`config.mk`:
```
export PLATFORM = sky130hd
export DESIGN_NAME = del_detector_livetime
export DESIGN_NICKNAME = d
export VERILOG_FILES = /design/src/del_pkg.sv /design/src/del_detector_livetime.sv /design/src/del_sync_edge.sv
export SDC_FILE = /design/constraint.sdc
export NUM_CORES = 1
export LEC_CHECK = 0
export ABC_AREA = 1
export BUFFER_PORTS_ARGS = -buffer_cell sky130_fd_sc_hd__buf_4
export CAP_MARGIN = 15
export CORE_MARGIN = 2
export CORE_UTILIZATION = 61
export CTS_CLUSTER_SIZE = 40
export DETAILED_ROUTE_END_ITERATION = 12
export GPL_TIMING_DRIVEN = 0
export HOLD_SLACK_MARGIN = 0.05
export MAX_ROUTING_LAYER = met4
export PLACE_DENSITY = 0.89
export SYNTH_ARGS = -nofsm -noshare
export SYNTH_HDL_FRONTEND = slang
export SYNTH_SLANG_ARGS = --single-unit
export TNS_END_PERCENT = 30
```
`constraint.sdc`:
```
create_clock -name core_clk -period 3.2 [get_ports core_clk]
set_clock_uncertainty 0.15 [all_clocks]
set_input_delay 0.48 -clock core_clk [delete_from_list [all_inputs] [get_ports core_clk]]
set_output_delay 0.48 -clock core_clk [all_outputs]
set_load 0.01 [all_outputs]
```
`src/del_pkg.sv`:
```
// constants and types shared by the detector event and live-time block
package del_pkg;
	// ************************************************************
	// clocking and tick rates
	// ************************************************************
	localparam int CLK_HZ    = 40_000_000;        // core clock rate
	localparam int TICK_HZ   = 1_000_000;         // live-time tick rate
	localparam int TICK_DIV  = CLK_HZ / TICK_HZ;  // core cycles per tick
	localparam int TICK_W    = 6;                 // divider width
	localparam int SECOND_US = 1_000_000;         // one second in ticks
	localparam int SEC_W     = 20;                // second counter width
	localparam int TWOK_W    = 9;                 // 512 ticks per 2 kHz tick

	// ************************************************************
	// data widths
	// ************************************************************
	localparam int NDET     = 2;   // index 0 front, 1 rear
	localparam int LT_W     = 20;  // one-second live-time counter
	localparam int HOLD_W   = 8;   // captured upper bits
	localparam int SAT_W    = 12;  // bits that freeze the counter
	localparam int DLT_W    = 9;   // 2 kHz live-time counter
	localparam int ADC_W    = 13;  // converter word
	localparam int INV_W    = 12;  // low bits inverted by the latch
	localparam int DITHER_W = 6;   // dither offset
	localparam int TS_W     = 10;  // time stamp
	localparam int NIB_W    = 4;   // live-time nibble
	localparam logic [SAT_W-1:0] LT_SAT = 12'hFFF;
	localparam logic [1:0] NIB_IDLE = 2'h3;  // all three nibbles sent

	// ************************************************************
	// register map
	// ************************************************************
	localparam int ADDR_W = 8;
	localparam logic [ADDR_W-1:0] REG_CTRL = 8'h00;  // event enables
	localparam logic [ADDR_W-1:0] REG_LIVE = 8'h04;  // captured live time
	localparam logic [ADDR_W-1:0] REG_STAT = 8'h08;  // block state
	localparam logic [7:0] CTRL_RESET = 8'h77;
	localparam int EN_EVT    = 0;  // energy event enable
	localparam int EN_CSA    = 1;  // charge amplifier reset enable
	localparam int EN_OVR    = 2;  // over-threshold enable
	localparam int EN_STRIDE = 4;  // field spacing per detector
	localparam logic [1:0] RESP_OKAY   = 2'h0;
	localparam logic [1:0] RESP_SLVERR = 2'h2;

	// ************************************************************
	// enumerations
	// ************************************************************
	typedef enum logic [1:0] {
		CYC_NONE  = 2'h0,
		CYC_EVENT = 2'h1,
		CYC_CSA   = 2'h2,
		CYC_OVR   = 2'h3
	} del_cycle_type;

	typedef enum logic [1:0] {
		ST_IDLE = 2'b01,
		ST_WAIT = 2'b10
	} del_event_state_machine_type;
endpackage : del_pkg

```
`src/del_detector_livetime.sv`:
```
// event state machines, nap and veto control, live-time counters, register slave
// Notes on behaviour
// 20-bit live-time counter, cleared each second
// dead-time low stops live-time counting
// busy-wait also stops live-time counting
// upper 8 bits captured each second
// counter freezes when upper 12 bits set
// combined inhibit gates 2 kHz counter
// priority: event, then reset, then over-threshold
// request held, arrivals ignored until done
// busy only on arrival while awaiting done
// each event type disabled by its enable; energy events also by veto
// latch time and adjusted inverted energy
// separate service-time latch for other cycles
// event strobe acts on rising edge only
// nap output raised by start, dropped by strobe
// veto captures discriminator on valid fall
// veto blocks strobe, clears on nap
// 9-bit counter gated by both inhibits
// 9-bit counter latched, cleared every 512 ticks
// three nibbles after tick, then zeros
// latch frozen once first nibble read
// tick overwrites unread or fully-sent latch
// front-end pulses synchronised, edges registered
//
// Our own choices: the AXI4-Lite interface to the registers and the placing of the registers.
`timescale 1ns/1ps
module del_detector_livetime import del_pkg::*; #(
	parameter int SECOND_TICKS = SECOND_US
) (
	input  wire logic                          core_clk,
	input  wire logic                          resetn,
	input  wire logic [ADDR_W-1:0]             awaddr,
	input  wire logic                          awvalid,
	output logic                               awready,
	input  wire logic [31:0]                   wdata,
	input  wire logic [3:0]                    wstrb,
	input  wire logic                          wvalid,
	output logic                               wready,
	output logic [1:0]                         bresp,
	output logic                               bvalid,
	input  wire logic                          bready,
	input  wire logic [ADDR_W-1:0]             araddr,
	input  wire logic                          arvalid,
	output logic                               arready,
	output logic [31:0]                        rdata,
	output logic [1:0]                         rresp,
	output logic                               rvalid,
	input  wire logic                          rready,
	input  wire logic [NDET-1:0]               frontEndLive,
	input  wire logic [NDET-1:0]               startDisc,
	input  wire logic [NDET-1:0]               eventStrobe,
	input  wire logic [NDET-1:0]               chargeAmpResetN,
	input  wire logic [NDET-1:0]               overLimitN,
	input  wire logic [NDET-1:0]               slowValidN,
	input  wire logic [NDET-1:0]               upperLevelN,
	input  wire logic [NDET-1:0][ADC_W-1:0]    adcData,
	input  wire logic [NDET-1:0][DITHER_W-1:0] ditherOffset,
	input  wire logic [TS_W-1:0]               timeStamp,
	input  wire logic [NDET-1:0]               xferDone,
	output logic [NDET-1:0]                    xferReq,
	output del_cycle_type [NDET-1:0]           cycleType,
	output logic [NDET-1:0][TS_W-1:0]          eventTime,
	output logic [NDET-1:0][ADC_W-1:0]         eventEnergy,
	output logic [NDET-1:0][TS_W-1:0]          serviceTime,
	output logic [NDET-1:0]                    adcNapCtl,
	output logic [NDET-1:0]                    busyWait,
	output logic [NDET-1:0][NIB_W-1:0]         livetimeNibble
);
	// ************************************************************
	// functions
	// ************************************************************
	// converter word plus dither, low bits inverted
	function automatic logic [ADC_W-1:0] adjustEnergy(
		input logic [ADC_W-1:0] raw, input logic [DITHER_W-1:0] dith);
		logic [ADC_W-1:0] sum;
		sum = raw + ADC_W'(dith);
		return sum ^ {1'b0, {INV_W{1'b1}}};
	endfunction : adjustEnergy

	// nibble shown for the number already sent
	function automatic logic [NIB_W-1:0] nibbleOf(
		input logic [1:0] sent, input logic [DLT_W-1:0] val);
		case (sent)
			2'h0:    return {1'b1, val[8:6]};
			2'h1:    return {1'b0, val[5:3]};
			2'h2:    return {1'b0, val[2:0]};
			default: return '0;
		endcase
	endfunction : nibbleOf

	// true when the byte address selects the given register word
	function automatic logic hit(input logic [ADDR_W-1:0] a,
		input logic [ADDR_W-1:0] off);
		return a[ADDR_W-1:2] == off[ADDR_W-1:2];
	endfunction : hit

	// ************************************************************
	// input synchronisers
	// ************************************************************
	logic [6*NDET-1:0] pulseLvl, pulseRise, pulseFall;  // synced controls
	logic [NDET*ADC_W-1:0] adcSync;                      // synced data
	del_sync_edge #(.W(6*NDET)) u_sync_pulse (
		.core_clk (core_clk),
		.resetn   (resetn),
		.asyncIn  ({frontEndLive, startDisc, eventStrobe,
		            chargeAmpResetN, overLimitN, slowValidN}),
		.level    (pulseLvl),
		.rise     (pulseRise),
		.fall     (pulseFall)
	);
	del_sync_edge #(.W(NDET*ADC_W)) u_sync_adc (
		.core_clk (core_clk),
		.resetn   (resetn),
		.asyncIn  (adcData),
		.level    (adcSync),
		.rise     (),
		.fall     ()
	);
	logic [NDET-1:0] uldSync1, uldSync;  // discriminator level, two stages
	always_ff @(posedge core_clk) begin
		if (!resetn) begin
			uldSync1 <= '0;
			uldSync  <= '0;
		end else begin
			uldSync1 <= ~upperLevelN;
			uldSync  <= uldSync1;
		end
	end

	logic [NDET-1:0] liveOk, startRise, strobeRise, csaFall, ovrFall, validFall;
	assign liveOk     = pulseLvl[6*NDET-1 -: NDET];
	assign startRise  = pulseRise[5*NDET-1 -: NDET];
	assign strobeRise = pulseRise[4*NDET-1 -: NDET];
	assign csaFall    = pulseFall[3*NDET-1 -: NDET];
	assign ovrFall    = pulseFall[2*NDET-1 -: NDET];
	assign validFall  = pulseFall[NDET-1 -: NDET];

	// ************************************************************
	// tick dividers
	// ************************************************************
	logic [TICK_W-1:0] divCnt;   // core cycles within a microsecond
	logic [SEC_W-1:0]  usCnt;    // microseconds within a second
	logic [TWOK_W-1:0] twoKCnt;  // microseconds within a 2 kHz period
	logic oneMhzTick, oneSecTick, twoKTick;
	always_ff @(posedge core_clk) begin
		if (!resetn) begin
			divCnt     <= '0;
			oneMhzTick <= 1'b0;
		end else begin
			oneMhzTick <= (divCnt == TICK_W'(TICK_DIV - 1));
			divCnt <= (divCnt == TICK_W'(TICK_DIV - 1)) ? '0 : divCnt + 1'b1;
		end
	end

	// second and 2 kHz ticks; the second restarts the 2 kHz phase
	always_ff @(posedge core_clk) begin
		if (!resetn) begin
			usCnt      <= '0;
			twoKCnt    <= '0;
			oneSecTick <= 1'b0;
			twoKTick   <= 1'b0;
		end else begin
			oneSecTick <= 1'b0;
			twoKTick   <= 1'b0;
			if (oneMhzTick) begin
				if (usCnt == SEC_W'(SECOND_TICKS - 1)) begin
					usCnt      <= '0;
					twoKCnt    <= '0;
					oneSecTick <= 1'b1;
					twoKTick   <= 1'b1;
				end else begin
					usCnt    <= usCnt + 1'b1;
					twoKCnt  <= twoKCnt + 1'b1;
					twoKTick <= (twoKCnt == '1);
				end
			end
		end
	end

	// ************************************************************
	// register file
	// ************************************************************
	logic [7:0] ctrlReg;               // event enables per detector
	logic [NDET-1:0][HOLD_W-1:0] ltHold;  // captured live time
	logic [NDET-1:0] veto;             // event veto flags
	del_event_state_machine_type [NDET-1:0] state;    // event machines
	logic [ADDR_W-1:0] awAddrQ;        // held write address
	logic [31:0] wDataQ;               // held write data
	logic [3:0]  wStrbQ;               // held strobes

	// write channel: address and data taken in either order
	always_ff @(posedge core_clk) begin
		if (!resetn) begin
			awready <= 1'b1;
			wready  <= 1'b1;
			bvalid  <= 1'b0;
			bresp   <= RESP_OKAY;
			awAddrQ <= '0;
			wDataQ  <= '0;
			wStrbQ  <= '0;
			ctrlReg <= CTRL_RESET;
		end else begin
			if (awvalid && awready) begin
				awready <= 1'b0;
				awAddrQ <= awaddr;
			end
			if (wvalid && wready) begin
				wready <= 1'b0;
				wDataQ <= wdata;
				wStrbQ <= wstrb;
			end
			if (!awready && !wready && !bvalid) begin
				bvalid <= 1'b1;
				// read-only words accept and ignore writes
				if (hit(awAddrQ, REG_CTRL)) begin
					bresp <= RESP_OKAY;
					if (wStrbQ[0])
						ctrlReg <= wDataQ[7:0];
				end else if (hit(awAddrQ, REG_LIVE) || hit(awAddrQ, REG_STAT))
					bresp <= RESP_OKAY;
				else
					bresp <= RESP_SLVERR;
			end
			if (bvalid && bready) begin
				bvalid  <= 1'b0;
				awready <= 1'b1;
				wready  <= 1'b1;
			end
		end
	end

	// read channel: one answer per address, unmapped words error
	always_ff @(posedge core_clk) begin
		if (!resetn) begin
			arready <= 1'b1;
			rvalid  <= 1'b0;
			rdata   <= '0;
			rresp   <= RESP_OKAY;
		end else if (arvalid && arready) begin
			arready <= 1'b0;
			rvalid  <= 1'b1;
			rresp   <= RESP_OKAY;
			if (hit(araddr, REG_CTRL))
				rdata <= {24'h0, ctrlReg};
			else if (hit(araddr, REG_LIVE))
				rdata <= {16'h0, ltHold[1], ltHold[0]};
			else if (hit(araddr, REG_STAT))
				rdata <= {24'h0, veto[1], adcNapCtl[1], busyWait[1],
					state[1] == ST_WAIT, veto[0], adcNapCtl[0], busyWait[0],
					state[0] == ST_WAIT};
			else begin
				rdata <= '0;
				rresp <= RESP_SLVERR;
			end
		end else if (rvalid && rready) begin
			rvalid  <= 1'b0;
			arready <= 1'b1;
		end
	end

	// ************************************************************
	// nap control and event veto
	// ************************************************************
	always_ff @(posedge core_clk) begin
		if (!resetn) begin
			adcNapCtl <= '0;
			veto      <= '0;
		end else begin
			for (int d = 0; d < NDET; d++) begin
				// a strobe edge ends the conversion, so it wins
				if (strobeRise[d])
					adcNapCtl[d] <= 1'b0;
				else if (startRise[d])
					adcNapCtl[d] <= 1'b1;
				if (!adcNapCtl[d])
					veto[d] <= 1'b0;
				else if (validFall[d])
					veto[d] <= uldSync[d];
			end
		end
	end

	// ************************************************************
	// event state machines
	// ************************************************************
	logic [NDET-1:0][2:0] arrive;   // qualified arrivals {ovr, csa, evt}
	logic [NDET-1:0][2:0] pend;     // simultaneous arrivals still to serve
	logic [NDET-1:0][2:0] collect;  // pending plus new in idle
	always_comb begin
		for (int d = 0; d < NDET; d++) begin
			arrive[d][0] = strobeRise[d] & ~veto[d]
				& ctrlReg[d*EN_STRIDE + EN_EVT];
			arrive[d][1] = csaFall[d] & ctrlReg[d*EN_STRIDE + EN_CSA];
			arrive[d][2] = ovrFall[d] & ctrlReg[d*EN_STRIDE + EN_OVR];
			collect[d]   = pend[d] | arrive[d];
		end
	end

	always_ff @(posedge core_clk) begin
		if (!resetn) begin
			state       <= {NDET{ST_IDLE}};
			pend        <= '0;
			cycleType   <= {NDET{CYC_NONE}};
			xferReq     <= '0;
			busyWait    <= '0;
			eventTime   <= '0;
			eventEnergy <= '0;
			serviceTime <= '0;
		end else begin
			for (int d = 0; d < NDET; d++) begin
				unique case (state[d])
					ST_IDLE: begin
						if (|collect[d]) begin
							state[d]   <= ST_WAIT;
							xferReq[d] <= 1'b1;
							if (collect[d][0]) begin
								cycleType[d]   <= CYC_EVENT;
								pend[d]        <= collect[d] & 3'b110;
								eventTime[d]   <= timeStamp;
								eventEnergy[d] <= adjustEnergy(adcSync[d*ADC_W +: ADC_W],
									ditherOffset[d]);
							end else if (collect[d][1]) begin
								cycleType[d]   <= CYC_CSA;
								pend[d]        <= collect[d] & 3'b100;
								serviceTime[d] <= timeStamp;
							end else begin
								cycleType[d]   <= CYC_OVR;
								pend[d]        <= '0;
								serviceTime[d] <= timeStamp;
							end
						end
					end
					ST_WAIT: begin
						// arrivals are dropped here; only busy remembers them
						if (xferDone[d]) begin
							state[d]   <= ST_IDLE;
							xferReq[d] <= 1'b0;
						end
						if (|arrive[d])
							busyWait[d] <= 1'b1;
						else if (xferDone[d])
							busyWait[d] <= 1'b0;
					end
				endcase
			end
		end
	end

	// ************************************************************
	// live-time counters
	// ************************************************************
	logic [NDET-1:0][LT_W-1:0]  ltCnt;    // one-second counters
	logic [NDET-1:0][DLT_W-1:0] dltCnt;   // 2 kHz counters
	logic [NDET-1:0][DLT_W-1:0] dltHold;  // value being telemetered
	logic [NDET-1:0][1:0]       nibSent;  // nibbles already read out
	logic [NDET-1:0] inhibit, wordRead, reload;
	always_comb begin
		for (int d = 0; d < NDET; d++) begin
			inhibit[d]  = ~liveOk[d] | busyWait[d];
			wordRead[d] = xferDone[d] & (state[d] == ST_WAIT)
				& (cycleType[d] == CYC_EVENT);
			reload[d]   = twoKTick & (((nibSent[d] == 2'h0) & ~wordRead[d])
				| (nibSent[d] == NIB_IDLE));
		end
	end

	// one-second counters: capture, clear, freeze
	always_ff @(posedge core_clk) begin
		if (!resetn) begin
			ltCnt  <= '0;
			ltHold <= '0;
		end else begin
			for (int d = 0; d < NDET; d++) begin
				if (oneSecTick) begin
					ltHold[d] <= ltCnt[d][LT_W-1 -: HOLD_W];
					ltCnt[d]  <= '0;
				end else if (oneMhzTick && !inhibit[d]
					&& ltCnt[d][LT_W-1 -: SAT_W] != LT_SAT)
					ltCnt[d] <= ltCnt[d] + 1'b1;
			end
		end
	end

	// 2 kHz counters and nibble sequencing
	always_ff @(posedge core_clk) begin
		if (!resetn) begin
			dltCnt         <= '0;
			dltHold        <= '0;
			nibSent        <= {NDET{NIB_IDLE}};
			livetimeNibble <= '0;
		end else begin
			for (int d = 0; d < NDET; d++) begin
				if (twoKTick)
					dltCnt[d] <= '0;
				else if (oneMhzTick && !inhibit[d])
					dltCnt[d] <= dltCnt[d] + 1'b1;
				if (reload[d]) begin
					dltHold[d] <= dltCnt[d];
					nibSent[d] <= 2'h0;
				end else if (wordRead[d] && nibSent[d] != NIB_IDLE)
					nibSent[d] <= nibSent[d] + 1'b1;
				livetimeNibble[d] <= nibbleOf(nibSent[d], dltHold[d]);
			end
		end
	end
endmodule : del_detector_livetime

```
`src/del_sync_edge.sv`:
```
// two-stage synchroniser with registered edge detection
`timescale 1ns/1ps
module del_sync_edge #(
	parameter int W = 1
) (
	input  wire logic         core_clk,
	input  wire logic         resetn,
	input  wire logic [W-1:0] asyncIn,
	output logic      [W-1:0] level,
	output logic      [W-1:0] rise,
	output logic      [W-1:0] fall
);
	logic [W-1:0] stage1;  // metastable stage, read only by stage2
	logic [W-1:0] stage2;  // settled copy
	logic [W-1:0] prev;    // one cycle older, for edges

	// ************************************************************
	// synchroniser and edge registers
	// ************************************************************
	always_ff @(posedge core_clk) begin
		if (!resetn) begin
			stage1 <= '0;
			stage2 <= '0;
			prev   <= '0;
		end else begin
			stage1 <= asyncIn;
			stage2 <= stage1;
			prev   <= stage2;
		end
	end

	// edges come from settled stages only
	assign level = stage2;
	assign rise  = stage2 & ~prev;
	assign fall  = ~stage2 & prev;
endmodule : del_sync_edge

```
Word-level counts from Yosys, hierarchy flattened

Cells that the tools add are included.

Register bits after elaboration: 386
Input bits: 123
Output and inout port bits: 125

$add $sub $neg: 11
Equal/unequal tests: 27
Muxes and demuxes: 44
Bitwise logic cells: 38
Reductions and logical operators: 52

Operators with widths:

| kind                    | number |
|---|---|
| $add A20 B1 Y20 const B | 3 |
| $mux W16                | 2 |
| $mux W2                 | 15 |
| $add A9 B1 Y9 const B   | 3 |
| $add A13 B6 Y13         | 2 |
| $ne A12 B12 Y1 const B  | 2 |
| $not A12 Y12            | 2 |
| $pmux W4 S3             | 2 |
| $eq A20 B20 Y1 const B  | 1 |
| $mux W20                | 1 |
| $reduce_and A2 Y1       | 9 |
| $and A1 B1 Y1           | 16 |
| $reduce_and A3 Y1       | 5 |
| $mux W1                 | 14 |
| $logic_and A1 B1 Y1     | 13 |
| $eq A2 B1 Y1 const B    | 6 |
| $eq A2 B2 Y1 const B    | 6 |
| $eq A6 B1 Y1 const B    | 2 |
| $eq A6 B2 Y1 const B    | 2 |
| $logic_not A6 Y1        | 2 |
| $mux W3                 | 4 |
| $ne A2 B2 Y1 const B    | 6 |
| $reduce_or A2 Y1        | 6 |
| $reduce_or A3 Y1        | 4 |
| 20 further kinds        | 44 |

Depth between registers and ports, before layout

Gate-level depths: netlist of the first run.

Depth in word-level cells: 8
Depth in mapped cells: 11
Gate-level depth less buffers: 11

Hierarchy

From an unflattened synthesis of the first run, not the netlist that was laid out.

Cell total of the unflattened synthesis: 2250
Area total of the unflattened synthesis: 16241.8 µm²

Modules (own cells, without submodules):

| module                        | times used | cells each | area an instance (µm²) |
|---|---|---|---|
| del_detector_livetime         | 1          | 1743       | 12421.9 |
| del_sync_edge at u_sync_adc   | 1          | 347        | 2603.7 |
| del_sync_edge at u_sync_pulse | 1          | 160        | 1216.2 |

Worst setup path after synthesis of the first run

No wires, ideal clock.

Path type: input -> register
Start point: input port ditherOffset[6] (netlist bit)
End point: register eventEnergy[19] (netlist bit)
Arrival time: 1795 ps
Required time: 2994 ps
Path slack: 1200 ps
Stages on the path: 10
Path buffers: 0
Cell sequence: ha_1 > fa_1 > nand3_1 > nand2_1 > nand2_1 > nand2_1 > or2_2 > nand3_1 > nand2_1 > inv_1

Cells in the longest elaborated chain, start to end: 2

RTL lines:

| what                           | line                         | RTL |
|---|---|---|
| start: declaration             | del_detector_livetime.sv:58  | `input wire logic [NDET-1:0][DITHER_W-1:0] ditherOffset,` |
| $add A13 B6 Y13                | del_detector_livetime.sv:77  | `sum = raw + ADC_W'(dith);` |
| $not A12 Y12 (no source line)  | --                           |  |
| end signal: indexed assignment | del_detector_livetime.sv:321 | `eventEnergy[d] <= adjustEnergy(adcSync[d*ADC_W +: ADC_W],` |
| end: declaration               | del_detector_livetime.sv:64  | `output logic [NDET-1:0][ADC_W-1:0] eventEnergy,` |

Every way passes these cells.
A chain may end at the register's enable or synchronous reset.

Worst setup path in the final report of the first run

Start point: register busyWait[1]
End point: output port busyWait[1]

RTL lines:

| what                             | line                         | RTL |
|---|---|---|
| start: declaration               | del_detector_livetime.sv:67  | `output logic [NDET-1:0] busyWait,` |
| start signal: assignment         | del_detector_livetime.sv:306 | `busyWait <= '0;` |
| start signal: indexed assignment | del_detector_livetime.sv:341 | `busyWait[d] <= 1'b1;` |
| start signal: indexed assignment | del_detector_livetime.sv:343 | `busyWait[d] <= 1'b0;` |

No word-level cell between the ends.

==> results of run 1 <==
## final timing paths
kind,slack (ps),end,from,depth (start not counted)
setup / recovery,1170,busyWait[1],busyWait[1]$_SDFFE_PN0P_,1
hold / removal,60,wDataQ[2]$_SDFFE_PN0P_,wdata[2],3
setup reg to reg,1200,eventEnergy[19]$_SDFFE_PN0P_,u_sync_adc.level[13]$_SDFF_PN0_,10
hold reg to reg,250,u_sync_adc.level[25]$_SDFF_PN0_,u_sync_adc.stage1[25]$_SDFF_PN0_,2
## routing by layer
metal  GRT usage  share of wire  wire, µm
met3     0.04635          0.069      2920
met2      0.5578           0.48     20390
met5           -              0         0
met4      0.1714          0.056      2377
met1      0.3705           0.40     16810
## flip-flops by register name (all words and copies together), names as in the netlist, 8 cells and up
signal               cells
ctrlReg                  8
dltCnt                  18
dltHold                 18
eventEnergy             26
eventTime               20
livetimeNibble           8
ltCnt                   40
ltHold                  16
rdata                   16
serviceTime             20
twoKCnt                  9
u_sync_adc.level        26
u_sync_adc.stage1       26
u_sync_pulse.level      12
u_sync_pulse.prev       10
u_sync_pulse.stage1     12
usCnt                   20
wDataQ                   8
## power by group
group / leakage (nW) / switching, mW / internal [mW]
clock: 0.638 / 1.79 / 2.79
sequential: 2.95 / 0.0976 / 4.66
combinational: 5.32 / 0.511 / 0.387
## layout make-up
cell class	instances	area [µm²]
Inverter	275	1036
Buffer	86	524.3
Multi-Input combinational cell	1330	6560
Tap cell	324	405.4
Sequential cell	362	7247
Timing Repair Buffer	239	1899
Clock inverter	15	222.7
Fill cell	1650	5482
Clock buffer	50	1086
## cells in the final DEF (no fill, tap or decap), drive strengths merged
cell,netlist,routed
a221oi,1,1
dlygate4sd3,0,42
bufinv,0,5
a31oi,11,11
ha,30,30
nor3b,6,6
inv,271,271
a21oi,155,155
dfxtp,362,362
xor2,22,22
o221ai,1,1
nor2,242,242
a211o,2,2
nor4,1,1
clkinv,4,11
conb,1,18
and3,5,5
clkinvlp,0,3
nand3,121,121
fa,2,2
or2,4,4
o21a,16,16
nand2,480,480
nand3b,3,3
nand4,36,36
a21boi,3,3
o21ai,120,120
xnor2,14,14
clkbuf,18,68
o211ai,4,4
buf,68,265
a211oi,1,1
nor3,27,27
o21bai,5,5
## kinds of logic after synthesis
kind of cell    synth area share
flops                     0.4736
fa+ha+maj                0.02714
simple gates              0.2656
xor+xnor                 0.02060
buf+inv                   0.1020
other cells            0.0002450
compound gates            0.1109
## timing repair
item	in CTS	in global routing
gates resized for setup	0	0
endpoints found under the hold margin	42	0
setup endpoints to repair	0	0
hold buffers	42	0
==> summary.txt, run 1 <==
Outcome
  • Result of the run: finished clean

Global routing
  • Number of global-route vias before repair: 13977
  • First-pass GRT wire length: 67410 µm
  • Largest net degree at the start of global routing: 15
  • Overall fraction of global-route tracks in use: 0.3253
  • Overflow left after global routing: 0
  • Initial antenna violation count: 0

Setup path
  • CP endpoint kind: primary output
  • Startpoint type of the worst setup path: flop
  • Worst-path maximum fanout: 4
  • Max incr delay on CP: 660 ps
  • Critical setup path kind: flop to primary output
  • Cell Chain, Critical Path: buf_4
  • Number of buffers and inverters on the critical path: 1
  • Critical path's top delay family: flip-flops
  • Slowest CP cell: sky130_fd_sc_hd__dfxtp_1
  • Data required time of the critical path: 2570 ps
  • Worst endpoint data arrival time: 1400 ps

Place
  • Cell count after placement: 2574
  • Buffers on Ports: 197
  • HPWL reported at the end of detailed placement: 29570 µm
  • DP Worst Slack: 943.9 ps
  • Final Wtd Congestion: 0.9529
  • Placed cell area: 0.01725 mm²

Detailed routing
  • DRC errors left: 0
  • 1st-iter DRT viols: 1518
  • Initial DRT Pass Iterations: 6
  • Via total after detailed routing: 14530
  • Count of nets left with antenna violations after detail routing: 0
  • Detailed-route wire length: 42500 µm
  • Drt wl/cell: 15.85 µm
  • Vias per cell: 5.420

Synthesis
  • List of most frequent post-synthesis cells: sky130_fd_sc_hd__nand2_1, sky130_fd_sc_hd__dfxtp_1, sky130_fd_sc_hd__inv_1
  • Number of library cell types mapped by synthesis: 48
  • Synthesis warning total: 0
  • Synth top area cells: sky130_fd_sc_hd__dfxtp_1, sky130_fd_sc_hd__nand2_1, sky130_fd_sc_hd__inv_1
  • Syn Std Cell Area: 0.01530 mm²
  • Most used flip-flop cell after synthesis: sky130_fd_sc_hd__dfxtp_1
  • Register bit count reported by yosys: 362
  • Sequential-to-total area share from yosys stat: 0.4736
  • Number of cells produced by synthesis: 2036
  • Synth top area share: 0.4736
  • Cell with the most instances after synthesis: sky130_fd_sc_hd__nand2_1
  • Average instance area after synthesis: 7.516 µm²
  • Cell taking the most area after synthesis: sky130_fd_sc_hd__dfxtp_1
  • Number of enable-type register cells in the synthesized netlist: 0
  • Share of flip-flops with an asynchronous set or reset: 0

STA
  • Post-layout min period: 2030 ps
  • Fmax: 0.4925 GHz
  • Slew of the pin with the lowest slew margin: 683.0 ps
  • Setup Viol. Count Final: 0
  • Crit path setup slack, layout: 1170 ps
  • Relative slew slack: 0.5447
  • Period utilization: 0.6345
  • Hold violation total from the final report: 0
  • Final-report max-slew violation count: 0
  • Final hold slack: 63.11 ps
  • Unrepaired setup endpoints after global routing: false
  • Final setup TNS: 0 ps

Die
  • Die Span Y: 162.4 µm
  • Die boundary width: 162.4 µm
  • Site Rows: 57
  • Io pins: 248
  • Floorplan die area: 0.02637 mm²
  • Starting Density: 0.6256
  • Area of the core: 0.02446 mm²

Power and ir drop
  • Total power: 10.24 mW
  • Worst IR Drop VDD: 502.6 µV
  • Leakage: 8.906 nW
  • Total power divided by cell area: 539.4 mW/mm²

Clock tree
  • Buffer cell driving the clock tree root: sky130_fd_sc_hd__clkbuf_16
  • Clk pin slew, worst setup/hold paths: 60 ps
  • Later-pin clock latency in the skew report: 530 ps
  • Inserted Clock Buffers: 37
  • Clock tree from TritonCTS: yes
  • Clock Sink Count: 362
  • Buffer depth of the longest clock path: 3
  • Setup bufs post-CTS: 0
  • Max H-tree Level: 2

Finish
  • Final instance count without filler cells: 2681
  • Syn-to-layout area delta: 24.03%
  • Ratio of cells with drive above 1 in the final layout: 0.1667
  • Post-route standard cell area excluding fillers: 0.01898 mm²
  • N_diodes: 0
  • Fraction of the core area covered by cells at the end of the flow: 0.7759
  • Number of nets in the final layout: 2486

Run
  • Max-cap viol count: 0

Min path
  • Worst min path class: input pin to flop
(Power assumes the default switching activity.)
==> run 2: changes to the inputs <==
--- a/config.mk
+++ b/config.mk
@@ -5,17 +5,17 @@
 export SDC_FILE = /design/constraint.sdc
 export NUM_CORES = 1
 export LEC_CHECK = 0
-export ABC_AREA = 1
+export ABC_AREA = 0
 export BUFFER_PORTS_ARGS = -buffer_cell sky130_fd_sc_hd__buf_4
 export CAP_MARGIN = 15
 export CORE_MARGIN = 2
-export CORE_UTILIZATION = 61
+export CORE_UTILIZATION = 56
 export CTS_CLUSTER_SIZE = 40
 export DETAILED_ROUTE_END_ITERATION = 12
 export GPL_TIMING_DRIVEN = 0
 export HOLD_SLACK_MARGIN = 0.05
 export MAX_ROUTING_LAYER = met4
-export PLACE_DENSITY = 0.89
+export PLACE_DENSITY = 0.84
 export SYNTH_ARGS = -nofsm -noshare
 export SYNTH_HDL_FRONTEND = slang
 export SYNTH_SLANG_ARGS = --single-unit
==> constraint.sdc (replaced) <==
create_clock -name core_clk -period 1.9 [get_ports core_clk]
set_clock_uncertainty 0.15 [all_clocks]
set_input_delay 0.285 -clock core_clk [delete_from_list [all_inputs] [get_ports core_clk]]
set_output_delay 0.285 -clock core_clk [all_outputs]
set_load 0.01 [all_outputs]
==> summary.txt, run 2 <==
Outcome
  • Result of the run: finished with violations
  • Violated checks: negative setup slack

Power and ir drop
  • Total power: 16.76 mW (+64%)
  • Leakage: 7.557 nW (-15%)
  • Total power divided by cell area: 891.0 mW/mm² (+65%)
  • Worst IR Drop VDD: 842.5 µV (+68%)

Place
  • Cell count after placement: 2048 (-20%)
  • Placed cell area: 0.01613 mm² (-6.5%)
  • DP Worst Slack: -795.3 ps (-1739 ps)
  • Final Wtd Congestion: 0.9483 (-0.48%)
  • Buffers on Ports: 196 (-0.51%)
  • HPWL reported at the end of detailed placement: 26700 µm (-9.7%)

Clock tree
  • Buffer cell driving the clock tree root: sky130_fd_sc_hd__clkbuf_16
  • Clock Sink Count: 362 (unchanged)
  • Inserted Clock Buffers: 36 (-2.7%)
  • Buffer depth of the longest clock path: 3 (unchanged)
  • Clock tree from TritonCTS: yes
  • Clk pin slew, worst setup/hold paths: 70 ps (about the same)
  • Later-pin clock latency in the skew report: 530 ps (about the same)
  • Max H-tree Level: 2 (unchanged)

STA
  • Post-layout min period: 2014 ps
  • Fmax: 0.4966 GHz
  • Final setup TNS: -337.1 ps (-337.1 ps)
  • Final-report max-slew violation count: 0 (unchanged)
  • Period utilization: 1.060
  • Crit path setup slack, layout: -113.5 ps (-1283 ps)
  • Relative slew slack: 0.5348 (-0.009921)
  • Unrepaired setup endpoints after global routing: true
  • Hold violation total from the final report: 0 (unchanged)
  • Setup Viol. Count Final: 9 (+9)
  • Slew of the pin with the lowest slew margin: 697.8 ps (+14.88 ps)

Setup path
  • Worst endpoint data arrival time: 2270 ps (+870 ps)
  • Critical path's top delay family: compound AO/OA/AOI/OAI gates
  • Most frequent cell on the critical path: sky130_fd_sc_hd__a21oi_1
  • Slowest CP cell: sky130_fd_sc_hd__fa_2
  • Critical setup path kind: flop to flop
  • Worst-path maximum fanout: 3 (-1)
  • Max incr delay on CP: 380 ps (-280 ps)
  • CP endpoint kind: flop
  • Number of buffers and inverters on the critical path: 0 (-1)
  • Data required time of the critical path: 2150 ps (-420 ps)
  • Startpoint type of the worst setup path: flop
  • Cell Chain, Critical Path: ha_4 -> fa_2 -> a211oi_4 -> o21bai_1 -> a21oi_1 -> xnor2_1 -> a21oi_1

Finish
  • Most common cell after layout, fill and taps aside: sky130_fd_sc_hd__dfxtp_1
  • Fill count: 1569 (-4.9%)
  • Area occupied by multi-input gates: 0.006914 mm² (+5.4%)
  • Biggest register: ltCnt
  • Syn-to-layout area delta: 32.69%
  • Ratio of cells with drive above 1 in the final layout: 0.2206 (+0.05383)
  • Most used cells in the layout excluding fill and tap cells: sky130_fd_sc_hd__dfxtp_1, sky130_fd_sc_hd__buf_4, sky130_fd_sc_hd__nor2_1
  • Max FFs per register: 40 (unchanged)
  • Post-route standard cell area excluding fillers: 0.01881 mm² (-0.89%)
  • Reg area: 0.007262 mm² (+0.21%)
  • Number of nets in the final layout: 2005 (-19%)
  • Final instance count without filler cells: 2209 (-18%)

Synthesis
  • Synth top area cells: sky130_fd_sc_hd__dfxtp_1, sky130_fd_sc_hd__nor2_1, sky130_fd_sc_hd__mux2i_1
  • Area fraction in compound gates after synthesis: 0.08993 (-0.02102)
  • Syn Std Cell Area: 0.01418 mm² (-7.4%)
  • Most used flip-flop cell after synthesis: sky130_fd_sc_hd__dfxtp_1
  • Xor and xnor area share after synthesis: 0.05622 (+0.03561)
  • Register bit count reported by yosys: 362 (unchanged)
  • Synthesis warning total: 0 (unchanged)
  • Number of enable-type register cells in the synthesized netlist: 0 (unchanged)
  • Multiplexer fraction of the synthesized cell area: 0.04730 (+0.04730)
  • Sequential-to-total area share from yosys stat: 0.5112 (+0.03761)
  • Synth top area share: 0.5112 (+0.03761)
  • Share of flip-flops with an asynchronous set or reset: 0 (unchanged)
  • Simple logic cell fraction of the synthesized area: 0.2299 (-0.03565)
  • List of most frequent post-synthesis cells: sky130_fd_sc_hd__dfxtp_1, sky130_fd_sc_hd__nor2_1, sky130_fd_sc_hd__nand2_1
  • Cell with the most instances after synthesis: sky130_fd_sc_hd__dfxtp_1
  • Number of cells produced by synthesis: 1505 (-26%)
  • Post-Synth Adder-Cell Area: 0.02930 (+0.002156)
  • Number of library cell types mapped by synthesis: 69 (+44%)
  • Cell taking the most area after synthesis: sky130_fd_sc_hd__dfxtp_1
  • Largest family of logic cells by synthesized area: simple AND/OR/NAND/NOR gates
  • Average instance area after synthesis: 9.420 µm² (+25%)

Die
  • Area of the core: 0.02504 mm² (+2.3%)
  • Site Rows: 58 (+1.8%)
  • Io pins: 248 (unchanged)
  • Starting Density: 0.5663 (-0.05933)
  • Die Span Y: 163.1 µm (+0.44%)
  • Die boundary width: 163.1 µm (+0.44%)
  • Floorplan die area: 0.02660 mm² (+0.89%)

Run
  • Max-cap viol count: 0 (unchanged)

Global routing
  • Number of global-route vias before repair: 12246 (-12%)
  • First-pass GRT wire length: 62580 µm (-7.2%)
  • Largest net degree at the start of global routing: 16 (+1)
  • Initial antenna violation count: 1 (+1)
  • Overall fraction of global-route tracks in use: 0.3054 (-0.01992)
  • Overflow left after global routing: 0 (unchanged)

Detailed routing
  • Drt wl/cell: 19.05 µm (+20%)
  • DRC errors left: 0 (unchanged)
  • Vias per cell: 5.772 (+6.5%)
  • Count of nets left with antenna violations after detail routing: 0 (unchanged)
  • Via total after detailed routing: 12751 (-12%)
  • Initial DRT Pass Iterations: 5 (-1)
  • 1st-iter DRT viols: 1078 (-29%)
  • Detailed-route wire length: 42080 µm (-0.98%)

Min path
  • Worst min path class: input pin to flop
run 2: report_power, final:
part | switching, mW | total [mW] | internal, mW
Sequential | 0.159 | 7.96 | 7.80
Combinational | 0.757 | 1.44 | 0.679
Clock | 3.01 | 7.37 | 4.35
Total | 3.93 | 16.8 | 12.8
run 2: area by class of cell:
class,instances,share of cell area
multi-input cells,1054,0.3675
repair buffers,294,0.1288
diodes,2,0.0002660
inverters,17,0.003392
clock inverters,14,0.008646
plain buffers,85,0.02660
well taps,330,0.02195
flip-flops and latches,362,0.3860
clock buffers,51,0.05680
run 2: layer usage:
metal  part of all wire  global-route usage  up-vias
met2               0.49              0.5146      666
met1               0.38              0.3587     6115
met3              0.082             0.05460      157
met5                  0                   -        -
li1                   -                   -     5813
met4              0.050              0.1331        0
run 2: worst reg2reg max path: cells and delay by family (launching register included):
| kind | cells | cell delay [ps] |
|---|---|---|
| AO/OA/AOI/OAI | 4 | 700 |
| adder cells (fa/ha/maj) | 2 | 550 |
| flip-flops | 1 | 330 |
| XOR/XNOR | 1 | 160 |
run 2: kinds of logic after synthesis:
group | after synthesis
AOI/OAI and AO/OA | 205
muxes | 67
adders and majority gates | 32
buffers and inverters | 106
and+or+nand+nor | 641
xor gates and xnor gates | 91
DFF | 362
other | 1
run 2: through the flow:
step,hold WS [ps],utilization
after floorplan,207.4,-
after global placement,266.0,0.6443
after detailed placement,268.6,0.6443
after CTS,13.32,0.7360
after global routing,48.63,0.7513
final,40.12,0.7514
run 2: worst paths after layout:
| path | slack (ps) | depth (start not counted) | endpoint | startpoint |
|---|---|---|---|---|
| worst max-delay path | -110 | 7 | eventEnergy[6]$_SDFFE_PN0P_ | u_sync_adc.level[0]$_SDFF_PN0_ |
| worst min-delay path | 40 | 3 | eventEnergy[1]$_SDFFE_PN0P_ | ditherOffset[1] |
| worst max register to register | -110 | 7 | eventEnergy[6]$_SDFFE_PN0P_ | u_sync_adc.level[0]$_SDFF_PN0_ |
| worst min register to register | 280 | 1 | u_sync_adc.level[15]$_SDFF_PN0_ | u_sync_adc.stage1[15]$_SDFF_PN0_ |
run 2: timing repair:
action,4_1_cts,5_1_grt
resized for setup,58,72
setup buffers,4,13
setup endpoints to repair,178,199
hold buffers,81,0
endpoints found under the hold margin,114,0
pin swaps,15,29
